**config.mk**
```make
export PLATFORM = sky130hd
export DESIGN_NAME = nps_sequencer
export DESIGN_NICKNAME = d
export VERILOG_FILES = /design/src/shared/nps_pkg.sv /design/src/core/nps_sequencer.sv
export SDC_FILE = /design/constraint.sdc
export NUM_CORES = 1
export LEC_CHECK = 0
export CORE_ASPECT_RATIO = 1.1
export CORE_MARGIN = 5
export CORE_UTILIZATION = 30
export CTS_BUF_LIST = sky130_fd_sc_hd__clkbuf_8
export DETAILED_ROUTE_END_ITERATION = 8
export DONT_BUFFER_PORTS = 1
export GPL_TIMING_DRIVEN = 0
export PLACE_DENSITY_LB_ADDON = 0.08
export REMOVE_ABC_BUFFERS = 1
export SETUP_SLACK_MARGIN = 0.5
export SYNTH_ARGS = -nofsm -noshare
export SYNTH_HDL_FRONTEND = slang
export SYNTH_SLANG_ARGS = --single-unit
```
**constraint.sdc**
```tcl
create_clock -name clk -period 2.48 [get_ports clk]
set_input_delay 0.248 -clock clk [delete_from_list [all_inputs] [get_ports clk]]
set_output_delay 0.248 -clock clk [all_outputs]
set_load 0.1 [all_outputs]
```
**src/shared/nps_pkg.sv**
```systemverilog
package nps_pkg;
  // command codes (7-bit command field)
  localparam logic [6:0] CMD_NOP = 7'h00;
  localparam logic [6:0] CMD_ERASE_PG_APP = 7'h22;
  localparam logic [6:0] CMD_ERASE_PG_BOOT = 7'h2A;
  localparam logic [6:0] CMD_ERASE_PG_EE = 7'h32;
  localparam logic [6:0] CMD_WRITE_PG_APP = 7'h24;
  localparam logic [6:0] CMD_WRITE_PG_BOOT = 7'h2C;
  localparam logic [6:0] CMD_WRITE_PG_EE = 7'h34;
  localparam logic [6:0] CMD_EW_PG_APP = 7'h25;
  localparam logic [6:0] CMD_EW_PG_BOOT = 7'h2D;
  localparam logic [6:0] CMD_EW_PG_EE = 7'h35;
  localparam logic [6:0] CMD_ERASE_APP = 7'h20;
  localparam logic [6:0] CMD_ERASE_BOOT = 7'h68;
  localparam logic [6:0] CMD_ERASE_EE = 7'h30;
  localparam logic [6:0] CMD_CRC_APP = 7'h38;
  localparam logic [6:0] CMD_CRC_BOOT = 7'h39;
  localparam logic [6:0] CMD_CRC_FLASH = 7'h78;
  localparam logic [6:0] CMD_WRITE_FUSE = 7'h4C;
  localparam logic [6:0] CMD_WRITE_LOCK = 7'h08;
  // controller register block base in peripheral i/o space
  localparam logic [15:0] NVM_BASE = 16'h01C0;
  localparam logic [15:0] NVM_SPAN = 16'h0040;
  // memory space selectors
  localparam logic [1:0] SPC_APP = 2'h0;
  localparam logic [1:0] SPC_BOOT = 2'h1;
  localparam logic [1:0] SPC_EE = 2'h2;
  localparam logic [1:0] SPC_FUSE = 2'h3;
  // operation kinds presented to the array
  localparam logic [2:0] OP_NONE = 3'h0;
  localparam logic [2:0] OP_ERASE_PG = 3'h1;
  localparam logic [2:0] OP_WRITE_PG = 3'h2;
  localparam logic [2:0] OP_ERASE_SEC = 3'h3;
  localparam logic [2:0] OP_CRC = 3'h4;
  localparam logic [2:0] OP_FUSE = 3'h5;
  localparam logic [2:0] OP_LOCK = 3'h6;
  localparam logic [23:0] CRC_SEED = 24'h00_0000;
  localparam logic [23:0] CRC_POLY = 24'h80_001B;
  typedef enum logic [2:0] {
    NPS_IDLE = 3'b000,
    NPS_ERASE = 3'b001,
    NPS_WRITE = 3'b011,
    NPS_CRC = 3'b010,
    NPS_DONE = 3'b110
  } nps_state_e;
endpackage

```
**src/core/nps_sequencer.sv**
```systemverilog
`timescale 1ns/100ps
module nps_sequencer (
  input wire logic clk,
  input wire logic rst_n,
  input wire logic clk_en,
  input wire logic [6:0] command_code,
  input wire logic command_execute_bit,
  input wire logic link_write,
  input wire logic [23:0] link_addr,
  input wire logic self_trigger,
  input wire logic config_change_unlock,
  input wire logic lock_active,
  input wire logic [15:0] io_addr,
  output logic io_select,
  output logic busy,
  output logic memory_path_enable_bit,
  output logic [23:0] nvm_data,
  output logic [2:0] array_op,
  output logic [1:0] array_space,
  output logic [23:0] array_addr,
  output logic array_start,
  input wire logic array_done,
  input wire logic crc_byte_valid,
  input wire logic [7:0] crc_byte
);
  import nps_pkg::*;

  nps_state_e state, next_state;
  logic [2:0] op, next_op;
  logic [1:0] space, next_space;
  logic [23:0] addr, next_addr;
  logic [23:0] crc, next_crc;
  logic [23:0] data, next_data;
  logic full_crc, next_full_crc;
  logic start, next_start;
  logic ew, next_ew;

  // one crc byte step, shared by section and full checks
  function automatic logic [23:0] crc_step(input logic [23:0] c,
                                           input logic [7:0] b);
    logic [23:0] r;
    r = c ^ {b, 16'h0000};
    for (int i = 0; i < 8; i++) begin
      r = r[23] ? ((r << 1) ^ CRC_POLY) : (r << 1);
    end
    return r;
  endfunction

  // register block window
  assign io_select = (io_addr >= NVM_BASE) &&
                     (io_addr < NVM_BASE + NVM_SPAN);

  // decoded command kind and space
  logic cmd_exec, cmd_link;
  logic [2:0] cmd_op;
  logic [1:0] cmd_space;
  logic cmd_ew, cmd_full;
  always_comb begin
    cmd_op = OP_NONE;
    cmd_space = SPC_APP;
    cmd_exec = 1'b0;
    cmd_link = 1'b0;
    cmd_ew = 1'b0;
    cmd_full = 1'b0;
    unique case (command_code)
      CMD_ERASE_PG_APP, CMD_ERASE_PG_BOOT, CMD_ERASE_PG_EE: begin
        cmd_op = OP_ERASE_PG;
        cmd_exec = 1'b1;
        cmd_link = 1'b1;
      end
      CMD_WRITE_PG_APP, CMD_WRITE_PG_BOOT, CMD_WRITE_PG_EE: begin
        cmd_op = OP_WRITE_PG;
        cmd_link = 1'b1;
      end
      CMD_EW_PG_APP, CMD_EW_PG_BOOT, CMD_EW_PG_EE: begin
        cmd_op = OP_ERASE_PG;
        cmd_ew = 1'b1;
        cmd_link = 1'b1;
      end
      CMD_ERASE_APP, CMD_ERASE_BOOT, CMD_ERASE_EE: begin
        cmd_op = OP_ERASE_SEC;
        cmd_exec = 1'b1;
      end
      CMD_CRC_APP, CMD_CRC_BOOT, CMD_CRC_FLASH: begin
        cmd_op = OP_CRC;
        cmd_exec = 1'b1;
        cmd_full = (command_code == CMD_CRC_FLASH);
      end
      CMD_WRITE_FUSE: begin
        cmd_op = OP_FUSE;
        cmd_space = SPC_FUSE;
        cmd_link = 1'b1;
      end
      CMD_WRITE_LOCK: begin
        cmd_op = OP_LOCK;
        cmd_space = SPC_FUSE;
        cmd_exec = 1'b1;
      end
      default: ;
    endcase
    // space from command group
    if (command_code == CMD_ERASE_PG_BOOT ||
        command_code == CMD_WRITE_PG_BOOT ||
        command_code == CMD_EW_PG_BOOT || command_code == CMD_ERASE_BOOT ||
        command_code == CMD_CRC_BOOT) begin
      cmd_space = SPC_BOOT;
    end else if (command_code == CMD_ERASE_PG_EE ||
                 command_code == CMD_WRITE_PG_EE ||
                 command_code == CMD_EW_PG_EE ||
                 command_code == CMD_ERASE_EE) begin
      cmd_space = SPC_EE;
    end
  end

  // self-triggered section crc needs the unlock window; full crc does not
  logic crc_locked_out;
  assign crc_locked_out = self_trigger && !config_change_unlock &&
                          (command_code == CMD_CRC_APP ||
                           command_code == CMD_CRC_BOOT);

  // triggers, swallowed while an operation runs
  logic go;
  assign go = (state == NPS_IDLE) &&
              ((command_execute_bit && cmd_exec && !crc_locked_out) ||
               (link_write && cmd_link));

  // sequencer next state
  always_comb begin
    next_state = state;
    next_op = op;
    next_space = space;
    next_addr = addr;
    next_crc = crc;
    next_data = data;
    next_full_crc = full_crc;
    next_ew = ew;
    next_start = 1'b0;
    unique case (state)
      NPS_IDLE: begin
        if (go) begin
          next_op = cmd_op;
          next_space = cmd_space;
          next_addr = link_write ? link_addr : 24'h00_0000;
          next_ew = cmd_ew;
          next_full_crc = cmd_full;
          next_crc = CRC_SEED;
          next_start = 1'b1;
          // crc ignores lock bits; lock_active never gates it
          next_state = (cmd_op == OP_CRC) ? NPS_CRC :
                       (cmd_op == OP_WRITE_PG) ? NPS_WRITE : NPS_ERASE;
        end
      end
      NPS_ERASE: begin
        if (array_done) begin
          if (ew) begin
            // atomic: chained write, busy never drops between
            next_op = OP_WRITE_PG;
            next_ew = 1'b0;
            next_start = 1'b1;
            next_state = NPS_WRITE;
          end else begin
            next_state = NPS_DONE;
          end
        end
      end
      NPS_WRITE: begin
        if (array_done) begin
          next_state = NPS_DONE;
        end
      end
      NPS_CRC: begin
        if (crc_byte_valid) begin
          next_crc = crc_step(crc, crc_byte);
        end
        if (array_done) begin
          next_data = crc_byte_valid ? crc_step(crc, crc_byte) : crc;
          next_state = NPS_DONE;
        end
      end
      NPS_DONE: begin
        next_op = OP_NONE;
        next_full_crc = 1'b0;
        next_state = NPS_IDLE;
      end
      default: next_state = NPS_IDLE;
    endcase
  end

  // registers, frozen while clk_en is low
  always_ff @(posedge clk or negedge rst_n) begin
    if (!rst_n) begin
      state <= NPS_IDLE;
      op <= OP_NONE;
      space <= SPC_APP;
      addr <= 24'h00_0000;
      crc <= CRC_SEED;
      data <= 24'h00_0000;
      full_crc <= 1'b0;
      ew <= 1'b0;
      start <= 1'b0;
    end else if (clk_en) begin
      state <= next_state;
      op <= next_op;
      space <= next_space;
      addr <= next_addr;
      crc <= next_crc;
      data <= next_data;
      full_crc <= next_full_crc;
      ew <= next_ew;
      start <= next_start;
    end
  end

  // outputs; busy spans start to done inclusive
  assign busy = (state != NPS_IDLE);
  assign memory_path_enable_bit = !full_crc;
  assign nvm_data = data;
  assign array_op = op;
  assign array_space = space;
  assign array_addr = addr;
  assign array_start = start;

  AST_BUSY_ON_GO: assert property (@(posedge clk)
    disable iff (!rst_n)
    (clk_en && go) |=> busy) else $error("busy not raised");
  AST_IGNORE_BUSY: assert property (@(posedge clk)
    disable iff (!rst_n)
    (busy && clk_en && state != NPS_DONE)
    |=> $stable(op) || state == NPS_WRITE)
    else $error("trigger disturbed busy op");
  AST_PATH_OFF: assert property (@(posedge clk)
    disable iff (!rst_n)
    (clk_en && go && cmd_full) |=> !memory_path_enable_bit && busy)
    else $error("path not cut for full crc");
  AST_PATH_ON_IDLE: assert property (@(posedge clk)
    disable iff (!rst_n)
    !busy |-> memory_path_enable_bit) else $error("path off when idle");
  AST_CRC_DATA: assert property (@(posedge clk)
    disable iff (!rst_n)
    (clk_en && state == NPS_CRC && array_done && !crc_byte_valid)
    |=> nvm_data == $past(crc)) else $error("crc not stored");
  AST_EW_CHAIN: assert property (@(posedge clk)
    disable iff (!rst_n)
    (clk_en && state == NPS_ERASE && ew && array_done)
    |=> state == NPS_WRITE && array_start && busy)
    else $error("erase-write not chained");
  AST_WRITE_LINK: assert property (@(posedge clk)
    disable iff (!rst_n)
    (clk_en && !busy && link_write && command_code == CMD_WRITE_PG_APP)
    |=> array_op == OP_WRITE_PG && array_addr == $past(link_addr))
    else $error("page write not started");
  AST_SEC_ERASE: assert property (@(posedge clk)
    disable iff (!rst_n)
    (clk_en && !busy && command_execute_bit && command_code == CMD_ERASE_EE)
    |=> array_op == OP_ERASE_SEC && array_space == SPC_EE)
    else $error("section erase not started");
  AST_CRC_UNLOCK: assert property (@(posedge clk)
    disable iff (!rst_n)
    (clk_en && !busy && command_execute_bit && self_trigger &&
     !config_change_unlock && command_code == CMD_CRC_APP && !link_write)
    |=> !busy) else $error("crc ran without unlock");
  AST_BASE: assert property (@(posedge clk)
    disable iff (!rst_n)
    (io_addr == NVM_BASE) |-> io_select) else $error("base not decoded");
endmodule // nps_sequencer

```
Word-level counts from Yosys, hierarchy flattened
Index checks and enable logic that the tools add are counted.

storage, ports and cells
  flip-flop bits (word level) = 83
  input port bits = 65
  output and inout port bits = 57

cells by class
  order comparisons = 2
  equal/unequal tests = 27
  multiplexer cells = 40
  bitwise gates (word level) = 9
  reduce and logical (&&, ||, !) cells = 41

operator list
  cell                                                                    count
  24-bit two-way mux                                                      11
  7-bit by 6-bit equality test with 1-bit output, second input constant   13
  24-bit one-hot mux with 2 select lines                                  1
  5-bit NOT                                                               8
  24-bit XOR                                                              1
  7-bit equality test, second input constant                              3
  3-bit two-way mux                                                       7
  10-bit OR reduction                                                     2
  3-bit one-hot mux with 3 select lines                                   2
  3-bit one-hot mux with 6 select lines                                   1
  16-bit by 9-bit >= comparator with 1-bit output, second input constant  1
  16-bit by 10-bit < comparator with 1-bit output, second input constant  1
  3-bit AND reduction                                                     4
  3-bit OR reduction                                                      4
  1-bit two-way mux                                                       10
  2-bit two-way mux                                                       5
  3-bit by 2-bit equality test with 1-bit output, second input constant   3
  1-bit logical OR                                                        9
  4-bit AND reduction                                                     2
  7-bit by 4-bit equality test with 1-bit output, second input constant   1
  1-bit logical AND                                                       7
  3-bit equality test, second input constant                              2
  2-bit != test, second input constant                                    3
  1-bit one-hot mux with 2 select lines                                   3
  other kinds (9)                                                         15

Depth between registers and ports, before layout
Gate-level depths: netlist of the first run.

  depth in word-level cells = 19
  mapped depth = 9
  gate-level depth less buffers = 6

Worst setup path before layout of the first run
OpenSTA, ideal clock, no wires.

  kind = input-to-output
  from = input io_addr[15]
  to = output io_select
  arrival time = 3589 ps
  required time = 2232 ps
  path slack = -1357 ps
  stages on the path = 2
  path buffers = 0
  path through = or4_1 > nor4_1

between the ends
  word-level cells in the longest chain between the ends = 2
  elaborated cells between the ends (all ways) = 3

RTL lines
  element                                                                                                                    RTL line                                  text
  start: declaration                                                                                                         nps_sequencer.sv:13                       input wire logic [15:0] io_addr,
  16-bit by 9-bit >= comparator with 1-bit output / 16-bit by 10-bit < comparator with 1-bit output (equally long branches)  nps_sequencer.sv:50, nps_sequencer.sv:51
  1-bit logical AND (*)                                                                                                      nps_sequencer.sv:50                       assign io_select = (io_addr >= NVM_BASE) &&
  end: declaration                                                                                                           nps_sequencer.sv:14                       output logic io_select,

Mark *: on every way between the ends. The rest lies on a longest branch, timed or not.

Worst setup path after layout of the first run
  from = register crc[17]
  to = register data[3] (netlist: nvm_data[3])

between the ends
  word-level cells in the longest chain between the ends = 11

RTL lines
  element                              RTL line              text
  start: declaration                   nps_sequencer.sv:32   logic [23:0] crc, next_crc;
  start signal: assignment             nps_sequencer.sv:206  crc <= next_crc;
  24-bit XOR (*)                       nps_sequencer.sv:42   r = c ^ {b, 16'h0000};
  24-bit two-way mux (*) (5 in a row)  nps_sequencer.sv:44   r = r[23] ? ((r << 1) ^ CRC_POLY) : (r << 1);
  5-bit NOT (no line)                  -
  24-bit two-way mux (*) (3 in a row)  nps_sequencer.sv:44
  24-bit two-way mux (*)               nps_sequencer.sv:176  next_data = crc_byte_valid ? crc_step(crc, crc_byte) : crc;
  end signal: assignment               nps_sequencer.sv:207  data <= next_data;
  end: declaration                     nps_sequencer.sv:33   logic [23:0] data, next_data;

Marked as above.
A chain may end at the register's enable or synchronous reset.

==> key figures, run 1 <==
Status
  – Status: finished, violations left
  – Failing checks: negative hold slack

STA
  – Worst Hold Slack: -0.425 ns
  – Setup Skew: 0.00669 ns
  – Slew Viols, Final: 0
  – # setup viols final: 0
  – Peak Freq: 0.515 GHz
  – Slew HR: 36.4%
  – Final Hold Vio Count: 83
  – Worst-Margin Slew: 0.953 ns
  – RSZ-0062 raised after global routing: yes
  – Final min period: 1.94 ns
  – Final period utilization: 78.3%
  – Setup ws final: 0.539 ns
  – Final setup TNS: 0 ns

Synth
  – Post-synth top flop: dfrtp_1
  – Sequential area share after synthesis: 48.5%
  – Synthesized area: 4280 um^2
  – Post-synth EDFFs: 0
  – Synth unique cells: 50
  – Number of synthesized register bits: 83
  – Post-synth ARST share: 100%
  – Cell count after synthesis: 461
  – Ys Warns: 0
  – Synthesized area per cell: 9.28 um^2

Run
  – Max-capacitance violation count: 0

Setup path
  – Reg-to-reg setup timing slack: 0.54 ns
  – Worst setup SP type: flip-flop
  – Critical Path RT: 2.78 ns
  – WS Path Type: flip-flop to flip-flop
  – CP Capture Type: flip-flop
  – Worst-case reg-to-reg path depth: 6
  – Critical path arrival: 2.25 ns
  – Worst Path Max Fanout: 4

Min path
  – Worst Hold Class: input port to async pin

Clock network
  – CTS tree: done
  – Longest Clk Path Bufs: 2
  – Htree depth: 3
  – Latest clock arrival within the worst-skew pair: 0.36 ns
  – Clock sink count: 83
  – Num CTS Buffers: 9
  – Clk slew on worst S/H paths: 0.08 ns
  – Clock Tree Root: clkbuf_8

GRT
  – Vias in the first global route: 3166
  – Total GRT Usage: 13.8%
  – Most Crowded Layer GR: met2
  – Antenna violations before repair: 0
  – First-pass GRT wire length: 17800 um
  – Met3 GRT Util: 5.47%
  – Grt ovf: 0
  – Met1 usage: 17.7%
  – Met2 Track Usage GR: 20.9%
  – Largest net degree at the start of global routing: 84

Placement
  – Port buffer count: 0
  – DP Worst Slack: -0.112 ns
  – Placed inst area: 4390 um^2
  – Dpl hpwl: 7040 um
  – Global placer's final weighted congestion: 0.791

Cells and area
  – Commonest non-fill, non-tap cells in the layout: 98 x nand2_1, 82 x dfrtp_1, 41 x mux2i_1, 32 x inv_1, 31 x o21ai_0
  – Fin nets: 525
  – Final instance area: 4930 um^2
  – Area growth, synth to finish: 15.1%
  – Commonest non-fill, non-tap cell in the layout: nand2_1
  – Multi-input gate area: 2160 um^2
  – Number of fill cells in the layout: 1424
  – Share of cells above drive strength 1: 12.0%
  – Sequential Area: 2080 um^2
  – # diodes: 0

Detailed routing
  – Initial drt markers: 118
  – Vias: 3174
  – WL final: 11800 um
  – Detailed Routing Iterations Pass 1: 4
  – Residual DRC: 0
  – Routed vias/inst: 4.86
  – Routed wire per std cell: 18.1 um
  – Routed Antenna Nets: 0

Floorplan
  – Core area: 13900 um^2
  – Initial Utilization: 30.8%
  – Die Area: 16800 um^2
  – Row count: 45
  – I/O pin count: 122
  – Die X-Extent: 124 um
  – Die H: 135 um
==> sequential cells by signal (all words and copies together), names as in the netlist <==
name,count
array_start,1
full_crc,1
array_addr,24
ew,1
array_op,3
nvm_data,24
crc,24
state,3
array_space,2
==> per-layer routing <==
| layer | vias up | share of wire (%) | wire [um] |
|---|---|---|---|
| met5 | - | 0 | 0 |
| met4 | 0 | 1.3 | 153 |
| met3 | 11 | 8.0 | 945 |
| met2 | 99 | 47 | 5580 |
| met1 | 1508 | 44 | 5150 |
| li1 | 1556 | - | - |
==> worst paths after layout <==
check,end,start
worst max-delay path,nvm_data[3]$_DFFE_PN0P_,crc[17]$_DFFE_PN0P_
worst min-delay path,nvm_data[18]$_DFFE_PN0P_,rst_n
worst max register to register,nvm_data[3]$_DFFE_PN0P_,crc[17]$_DFFE_PN0P_
worst min register to register,full_crc$_DFFE_PN0P_,full_crc$_DFFE_PN0P_
max in group asynchronous,state[0]$_DFFE_PN0P_,rst_n
min in group clk,array_addr[1]$_DFFE_PN0P_,link_write
==> synth_stat cells, types with 5 or more instances <==
master / count / area share [%]
nand2_1: 100 / 8.8
dfrtp_1: 83 / 49
mux2i_1: 41 / 9.6
inv_1: 32 / 2.8
o21ai_0: 31 / 3.6
clkbuf_1: 23 / 2.0
xnor2_1: 18 / 3.7
nor2_1: 17 / 1.5
o22ai_1: 14 / 2.0
a21oi_1: 11 / 1.3
o21ai_1: 11 / 1.3
xor2_1: 7 / 1.4
nand3_1: 6 / 0.70
nor3_1: 5 / 0.58
==> logic make-up (layout without fill, tap and decap cells) <==
logic type | Yosys count | in the layout | synth area share, %
flip-flops | 83 | 83 | 48.5
AO/OA/AOI/OAI | 89 | 89 | 12.6
AND/OR/NAND/NOR | 154 | 158 | 16.0
multiplexers | 46 | 46 | 10.9
XOR/XNOR | 26 | 26 | 5.64
buffers and inverters | 63 | 63 | 6.31
==> cell type report <==
| type | count | share of cell area [%] |
|---|---|---|
| Multi-Input combinational cell | 319 | 43.9 |
| Sequential cell | 83 | 42.2 |
| Tap cell | 188 | 4.77 |
| Clock buffer | 11 | 3.07 |
| Timing Repair Buffer | 15 | 2.95 |
| Inverter | 32 | 2.51 |
| Clock inverter | 5 | 0.584 |
==> per-stage QoR <==
stage               utilization [%]  cells
floorplan                         -    430
global placement               31.4    618
detailed placement             31.5    619
CTS                            34.0    647
global route                   35.4    653
finish                         35.4    653
==> worst max-delay path, stage by stage, from the launching register on <==
cell and delay [ns]:
dfrtp_1 0.46, xnor2_4 0.20, xor2_2 0.20, xnor2_2 0.26, xnor3_1 0.40, a211oi_2 0.26, a21o_1 0.11
==> repair_timing <==
action | CTS | global route
buffers inserted | 1 | 3
resized for setup | 10 | 23
pin swaps | 3 | 4
endpoints found under the hold margin | 97 | 84
endpoints found under the setup margin | 78 | 22
gates cloned | 2 | 2
hold buffers | 9 | 1
Power of run 1 is left out: the tool's default activity adds up to more than one toggle a clock period on the data nets, which glitch-free logic cannot reach.
==> run 2, diff against run 1 <==
ABC_AREA = 1   (was unset)
clock period = 1.9 ns   (was 2.48 ns; I/O delays follow)
==> run 2 against run 1 <==
Net effect:
- the run still ends with negative hold slack left
- register-to-register slack worse by 0.44 ns
- hold slack worse by 0.087 ns
- count of clock-buffer cells in the layout is 2 lower
- clock skew is 0.013 ns higher
- sequential share of layout area is 9.6 points lower
- routed wire length is 39% higher
- first-iteration DRC count is 69% higher
- largest cell class unchanged
- critical path type is now flip-flop to primary output
- worst setup slack worse by 0.44 ns
- synthesized area is 8.2% higher
- via count is 40% higher
==> key figures, run 2 <==
STA
  – Peak Freq: 0.555 GHz
  – Setup Skew: 0.0195 ns (+0.0128 ns)
  – Final setup TNS: 0 ns (unchanged)
  – Slew HR: 40.7% (+4.3 points)
  – Worst Hold Slack: -0.512 ns (-0.0870 ns)
  – Slew Viols, Final: 0 (unchanged)
  – Final period utilization: 94.8%
  – Final Hold Vio Count: 83 (unchanged)
  – # setup viols final: 0 (unchanged)
  – Worst-Margin Slew: 0.886 ns (-0.0670 ns)
  – Final min period: 1.80 ns
  – RSZ-0062 raised after global routing: yes

Setup path
  – Critical path's top delay family: buffers and inverters
  – Critical Path RT: 1.71 ns (-1.07 ns)
  – Reg-to-reg startpoint: state[2]$_DFFE_PN0P_
  – Buf/Inv on CP: 2 (+2)
  – Worst setup path start: state[2]$_DFFE_PN0P_
  – Reg2reg end: full_crc$_DFFE_PN0P_
  – Slowest Stage Delay on Critical Path: 0.46 ns (about the same)
  – Slowest CP cell: clkinvlp_4
  – CP cell instances: nor2_2 > inv_2 > nor2_4 > clkinvlp_4
  – Worst setup SP type: flip-flop
  – Worst Path Max Fanout: 3 (-1)
  – Critical path arrival: 1.61 ns (-0.64 ns)
  – Reg-to-reg setup timing slack: 0.1 ns (-0.44 ns)
  – Worst-case reg-to-reg path depth: 8 (+2)
  – CP Capture Type: primary output
  – WS Path Type: flip-flop to primary output
  – Critical path depth: 4 (-2)
  – Worst Setup EP: busy

Detailed routing
  – Vias: 4434 (+40%)
  – Routed wire per std cell: 17.9 um (-1.0%)
  – Initial drt markers: 199 (+69%)
  – WL final: 16400 um (+39%)
  – Routed vias/inst: 4.84 (-0.52%)
  – Routed Antenna Nets: 0 (unchanged)
  – Detailed Routing Iterations Pass 1: 4 (unchanged)
  – Residual DRC: 0 (unchanged)

Synth
  – Number of synthesized register bits: 83 (unchanged)
  – Synth unique cells: 32 (-36%)
  – Synthesized area: 4630 um^2 (+8.2%)
  – Cell count after synthesis: 638 (+38%)
  – Share of the synthesized area in the top cell type: 44.9% (-3.7 points)
  – Synth cell count leaders: 282 x nand2_1, 83 x dfrtp_1, 52 x o21ai_0
  – Sequential area share after synthesis: 44.9% (-3.7 points)
  – Top-count cell post-synth: nand2_1
  – Post-synth top flop: dfrtp_1
  – Post-synth EDFFs: 0 (unchanged)
  – Post-synth ARST share: 100% (unchanged)
  – Top post-synthesis cells by area: dfrtp_1 45%, nand2_1 23%, o21ai_0 5.6%
  – Synthesized area per cell: 7.26 um^2 (-22%)
  – Post-synth top area cell: dfrtp_1
  – Ys Warns: 0 (unchanged)

Floorplan
  – Die H: 140 um (+3.7%)
  – Die X-Extent: 128 um (+3.7%)
  – Row count: 47 (+4.4%)
  – Core area: 15100 um^2 (+8.7%)
  – Die Area: 18000 um^2 (+7.5%)
  – I/O pin count: 122 (unchanged)
  – Initial Utilization: 30.6% (-0.15 points)

Clock network
  – Clock sink count: 83 (unchanged)
  – Longest Clk Path Bufs: 2 (unchanged)
  – CTS tree: done
  – Latest clock arrival within the worst-skew pair: 0.39 ns (+0.03 ns)
  – Htree depth: 3 (unchanged)
  – Clk slew on worst S/H paths: 0.11 ns (+0.03 ns)
  – Clock Tree Root: clkbuf_8
  – Hold buffers post-CTS: 28 (+19)
  – Num CTS Buffers: 9 (unchanged)

Placement
  – Port buffer count: 0 (unchanged)
  – Placed inst area: 4760 um^2 (+8.4%)
  – Placed insts: 811 (+31%)
  – Global placer's final weighted congestion: 0.772 (-2.4%)
  – Dpl hpwl: 8460 um (+20%)

Power
  – Pwr/cell area: 1860 nW/um^2
  – Total power: 12.2 mW
  – Worst vdd ir: 0.000931 V
  – LEAKAGE: 3.07 nW

GRT
  – First-pass GRT wire length: 25800 um (+45%)
  – Total GRT Usage: 18.4% (+4.6 points)
  – Grt ovf: 0 (unchanged)
  – Largest net degree at the start of global routing: 84 (unchanged)
  – Vias in the first global route: 4663 (+47%)
  – Antenna violations before repair: 0 (unchanged)

Status
  – Status: finished, violations left
  – Failing checks: negative hold slack

Cells and area
  – Fin nets: 781 (+49%)
  – Final instance area: 6580 um^2 (+33%)
  – Area growth, synth to finish: 42.0%
  – Commonest non-fill, non-tap cell in the layout: nand2_1
  – Commonest non-fill, non-tap cells in the layout: 238 x nand2_1, 54 x dfrtp_2, 41 x nand2_2, 36 x inv_1, 30 x o21ai_0
  – # diodes: 0 (unchanged)
  – Post-Layout Cell Count: 917 (+40%)
  – Share of cells above drive strength 1: 37.7% (+26 points)

Run
  – Max-capacitance violation count: 0 (unchanged)

Min path
  – Worst Hold Class: input port to async pin
[run 2: changes by cell type in the layout (fill, tap and decap cells not counted), moves of 19 or more]
cell     change
nand2_1    +140
dfrtp_1     -53
dfrtp_2     +53
mux2i_1     -41
nand2_2     +41
nand3_2     +25
nand3_1     +23
buf_4       +19
[run 2: worst reg2reg max path: cells and delay by family (launching register included)]
kind	cells	cell delay [ns]
DFF	1	0.41
buffers and inverters	2	0.54
and+or+nand+nor	4	0.42
AOI/OAI and AO/OA	2	0.31
[run 2: cell type report]
type | instances | area [um^2]
well taps | 196 | 245
flip-flops and latches | 83 | 2140
fillers | 1471 | 8540
repair buffers | 79 | 930
multi-input cells | 490 | 2790
repair inverters | 1 | 7.51
clock buffers | 9 | 124
inverters | 52 | 213
clock inverters | 7 | 125
[run 2: per-stage QoR]
stage	utilization [%]	worst slack, ns
after floorplan	-	-1.82
after global placement	31.2	-2.74
after detailed placement	31.5	-0.799
after CTS	41.9	0.0837
after global routing	43.5	0.00665
final	43.5	0.0992
[run 2: where the power goes]
group / switching (mW) / leakage [nW] / total [mW] / internal (mW)
Combinational: 2.29 / 1.94 / 4.09 / 1.80
Sequential: 3.98 / 1.01 / 6.46 / 2.49
Clock: 0.779 / 0.118 / 1.66 / 0.885
Total: 7.04 / 3.07 / 12.2 / 5.17
[run 2: kinds of logic after synthesis]
logic type,share of synthesized area (%)
and+or+nand+nor,37.9
DFF,44.9
buffers and inverters,7.65
AOI/OAI and AO/OA,8.68
xor gates and xnor gates,0.946
[run 2: per-layer routing]
layer / vias up / track usage [%] / wire length [um]
li1: 2197 / - / -
met1: 2100 / 21.8 / 6710
met2: 112 / 32.1 / 8460
met3: 25 / 4.65 / 957
met4: 0 / 6.37 / 324
met5: - / 0 / 0
[run 2: how the worst min path moves through the flow]
| stage | end | slack (ns) |
|---|---|---|
| 2_1_floorplan | array_addr[0]$_DFFE_PN0P_ | -0.11 |
| 3_3_place_gp | nvm_data[17]$_DFFE_PN0P_ | -0.10 |
| 3_5_place_dp | nvm_data[1]$_DFFE_PN0P_ | -0.10 |
| 4_1_cts | nvm_data[21]$_DFFE_PN0P_ | -0.54 |
| 5_1_grt | nvm_data[21]$_DFFE_PN0P_ | -0.54 |
| 6_report | nvm_data[21]$_DFFE_PN0P_ | -0.51 |
[run 2: timing repair]
action,in CTS,in global routing
cloned,16,1
endpoints found under the setup margin,138,86
resized for setup,167,60
setup buffers,38,7
pin swaps,40,25
hold endpoints to repair,113,83
Power figures use the tool's default switching activity.
==> run 3, diff against run 2 <==
CTS_BUF_LIST = unset   (was sky130_fd_sc_hd__clkbuf_8)
==> run 3 against run 2 <==
Net effect:
- the run still ends with negative hold slack left
- combinational power is essentially flat
- cell count fell by 0.33%
- via count down 0.23%
- total power grew 3.8%
- utilization grew 0.71 points
- first-iteration DRC count rose by 18%
- clock skew decreased by 0.0059 ns
- register-to-register slack about the same
- worst setup slack gained 0.0082 ns
- sequential power about the same
==> key figures, run 3 (synthesis gave the netlist of run 2 again) <==
GRT
  – Vias in the first global route: 4556 (-2.3%)
  – Largest net degree at the start of global routing: 84 (unchanged)
  – Antenna violations before repair: 0 (unchanged)
  – Total GRT Usage: 18.0% (-0.38 points)
  – Grt ovf: 0 (unchanged)
  – First-pass GRT wire length: 25400 um (-1.6%)

Setup path
  – Critical path arrival: 2.05 ns (+0.44 ns)
  – Reg-to-reg setup timing slack: 0.11 ns (about the same)
  – Worst Path Max Fanout: 3 (unchanged)
  – Reg-to-reg startpoint: state[2]$_DFFE_PN0P_
  – Worst-case reg-to-reg path depth: 7 (-1)
  – CP Capture Type: flip-flop
  – Worst setup SP type: flip-flop
  – WS Path Type: flip-flop to flip-flop
  – Reg2reg end: state[0]$_DFFE_PN0P_
  – Critical Path RT: 2.16 ns (+0.45 ns)

Cells and area
  – Fin util: 44.2% (+0.71 points)
  – Area growth, synth to finish: 44.4%
  – Fin nets: 778 (-0.38%)
  – Commonest non-fill, non-tap cells in the layout: 235 x nand2_1, 50 x dfrtp_2, 48 x nand2_2, 35 x inv_1, 33 x dfrtp_1
  – # diodes: 0 (unchanged)
  – Post-Layout Cell Count: 914 (-0.33%)
  – Number of fill cells in the layout: 1474 (+0.20%)
  – Share of cells above drive strength 1: 38.7% (+0.99 points)
  – Commonest non-fill, non-tap cell in the layout: nand2_1

Detailed routing
  – Vias: 4424 (-0.23%)
  – Routed vias/inst: 4.84 (+0.10%)
  – WL final: 16200 um (-1.8%)
  – Routed Antenna Nets: 0 (unchanged)
  – Routed wire per std cell: 17.7 um (-1.4%)
  – Detailed Routing Iterations Pass 1: 4 (unchanged)
  – Residual DRC: 0 (unchanged)
  – Initial drt markers: 234 (+18%)

Run
  – Max-capacitance violation count: 0 (unchanged)

STA
  – RSZ-0062 raised after global routing: yes
  – Final Hold Vio Count: 83 (unchanged)
  – Slew Viols, Final: 0 (unchanged)
  – Final period utilization: 94.3% (-0.43 points)
  – Setup Skew: 0.0135 ns (-0.00595 ns)
  – Worst-Margin Slew: 0.953 ns (+0.0665 ns)
  – Final setup TNS: 0 ns (unchanged)
  – Peak Freq: 0.558 GHz (+0.46%)
  – # setup viols final: 0 (unchanged)
  – Slew HR: 36.5% (-4.2 points)
  – Worst Hold Slack: -0.472 ns (+0.0405 ns)
  – Final min period: 1.79 ns (-0.00821 ns)

Clock network
  – Clock Tree Root: clkbuf_16
  – Longest Clk Path Bufs: 2 (unchanged)
  – CTS tree: done
  – Hold buffers post-CTS: 25 (-11%)
  – Htree depth: 3 (unchanged)
  – Clock sink count: 83 (unchanged)
  – Clk slew on worst S/H paths: 0.08 ns (-0.03 ns)
  – Num CTS Buffers: 9 (unchanged)
  – Latest clock arrival within the worst-skew pair: 0.35 ns (-0.04 ns)

Placement
  – Placed insts: 811 (unchanged)
  – Port buffer count: 0 (unchanged)
  – Global placer's final weighted congestion: 0.772 (unchanged)
  – Dpl hpwl: 8460 um (unchanged)

Floorplan
  – Core area: 15100 um^2 (unchanged)
  – Row count: 47 (unchanged)
  – Die H: 140 um (unchanged)
  – Die Area: 18000 um^2 (unchanged)
  – Initial Utilization: 30.6% (unchanged)
  – I/O pin count: 122 (unchanged)
  – Die X-Extent: 128 um (unchanged)

Power
  – Worst vdd ir: 0.000914 V (-1.9%)
  – Total power: 12.7 mW (+3.8%)
  – Pwr/cell area: 1900 nW/um^2 (+2.2%)
  – LEAKAGE: 3.11 nW (+1.4%)

Status
  – Status: finished, violations left
  – Failing checks: negative hold slack

Min path
  – Worst Hold Class: input port to async pin
==> run 3: final cells by class <==
| type | instances | area, um^2 | share of cell area, % |
|---|---|---|---|
| Sequential cell | 83 | 2140 | 32.0 |
| Multi-Input combinational cell | 488 | 2770 | 41.5 |
| Clock buffer | 9 | 225 | 3.37 |
| Timing Repair inverter | 1 | 7.51 | 0.112 |
| Timing Repair Buffer | 78 | 955 | 14.3 |
| Inverter | 52 | 213 | 3.18 |
| Clock inverter | 7 | 125 | 1.87 |
| Tap cell | 196 | 245 | 3.67 |
==> run 3: through the flow <==
| stage | cell area, um^2 | worst slack, ns | hold slack, ns |
|---|---|---|---|
| 3_3_place_gp | 4720 | -2.74 | -0.101 |
| 6_report | 6680 | 0.107 | -0.472 |
| 5_1_grt | 6680 | 0.0277 | -0.491 |
| 2_1_floorplan | 4470 | -1.82 | -0.106 |
| 3_5_place_dp | 4760 | -0.799 | -0.101 |
| 4_1_cts | 6340 | 0.0865 | -0.487 |
==> run 3: report_power, final <==
part	switching, mW	leakage (nW)	internal, mW	total (mW)
Clock	0.824	0.164	1.30	2.12
Combinational	2.24	1.93	1.85	4.09
Sequential	3.98	1.02	2.49	6.47
Total	7.04	3.11	5.64	12.7
==> run 3: what timing repair did <==
action                                 4_1_cts  5_1_grt
gates cloned                                14        1
setup endpoints to repair                  138       89
buffers inserted                            36       11
gates resized for setup                    167       77
endpoints found under the hold margin      108       83
pin swaps                                   36       36
==> run 3: worst max-delay path by stage <==
stage | end | start | slack, ns | cells past startpoint
floorplan | io_select | io_addr[13] | -1.82 | 2
global placement | nvm_data[4]$_DFFE_PN0P_ | state[1]$_DFFE_PN0P_ | -2.74 | 8
detailed placement | nvm_data[5]$_DFFE_PN0P_ | state[1]$_DFFE_PN0P_ | -0.80 | 9
CTS | full_crc$_DFFE_PN0P_ | state[1]$_DFFE_PN0P_ | 0.09 | 8
global route | full_crc$_DFFE_PN0P_ | state[2]$_DFFE_PN0P_ | 0.03 | 8
finish | state[0]$_DFFE_PN0P_ | state[2]$_DFFE_PN0P_ | 0.11 | 7
==> run 3: worst max-delay path, stage by stage, from the launching register on <==
cell	delay (ns)
dfrtp_1	0.41
nor2_2	0.16
inv_2	0.07
nor2_4	0.11
clkinvlp_4	0.45
o22ai_1	0.29
nand3_1	0.10
o21ai_0	0.10
==> run 3: metal layers <==
layer  vias to the layer above  GRT usage [%]  routed length, um  share of wire [%]
li1                       2190              -                  -                  -
met4                         0           5.98                284                1.8
met5                         -              0                  0                  0
met1                      2104           22.1               6650                 41
met2                       109           30.5               8260                 51
met3                        21           4.91                964                6.0
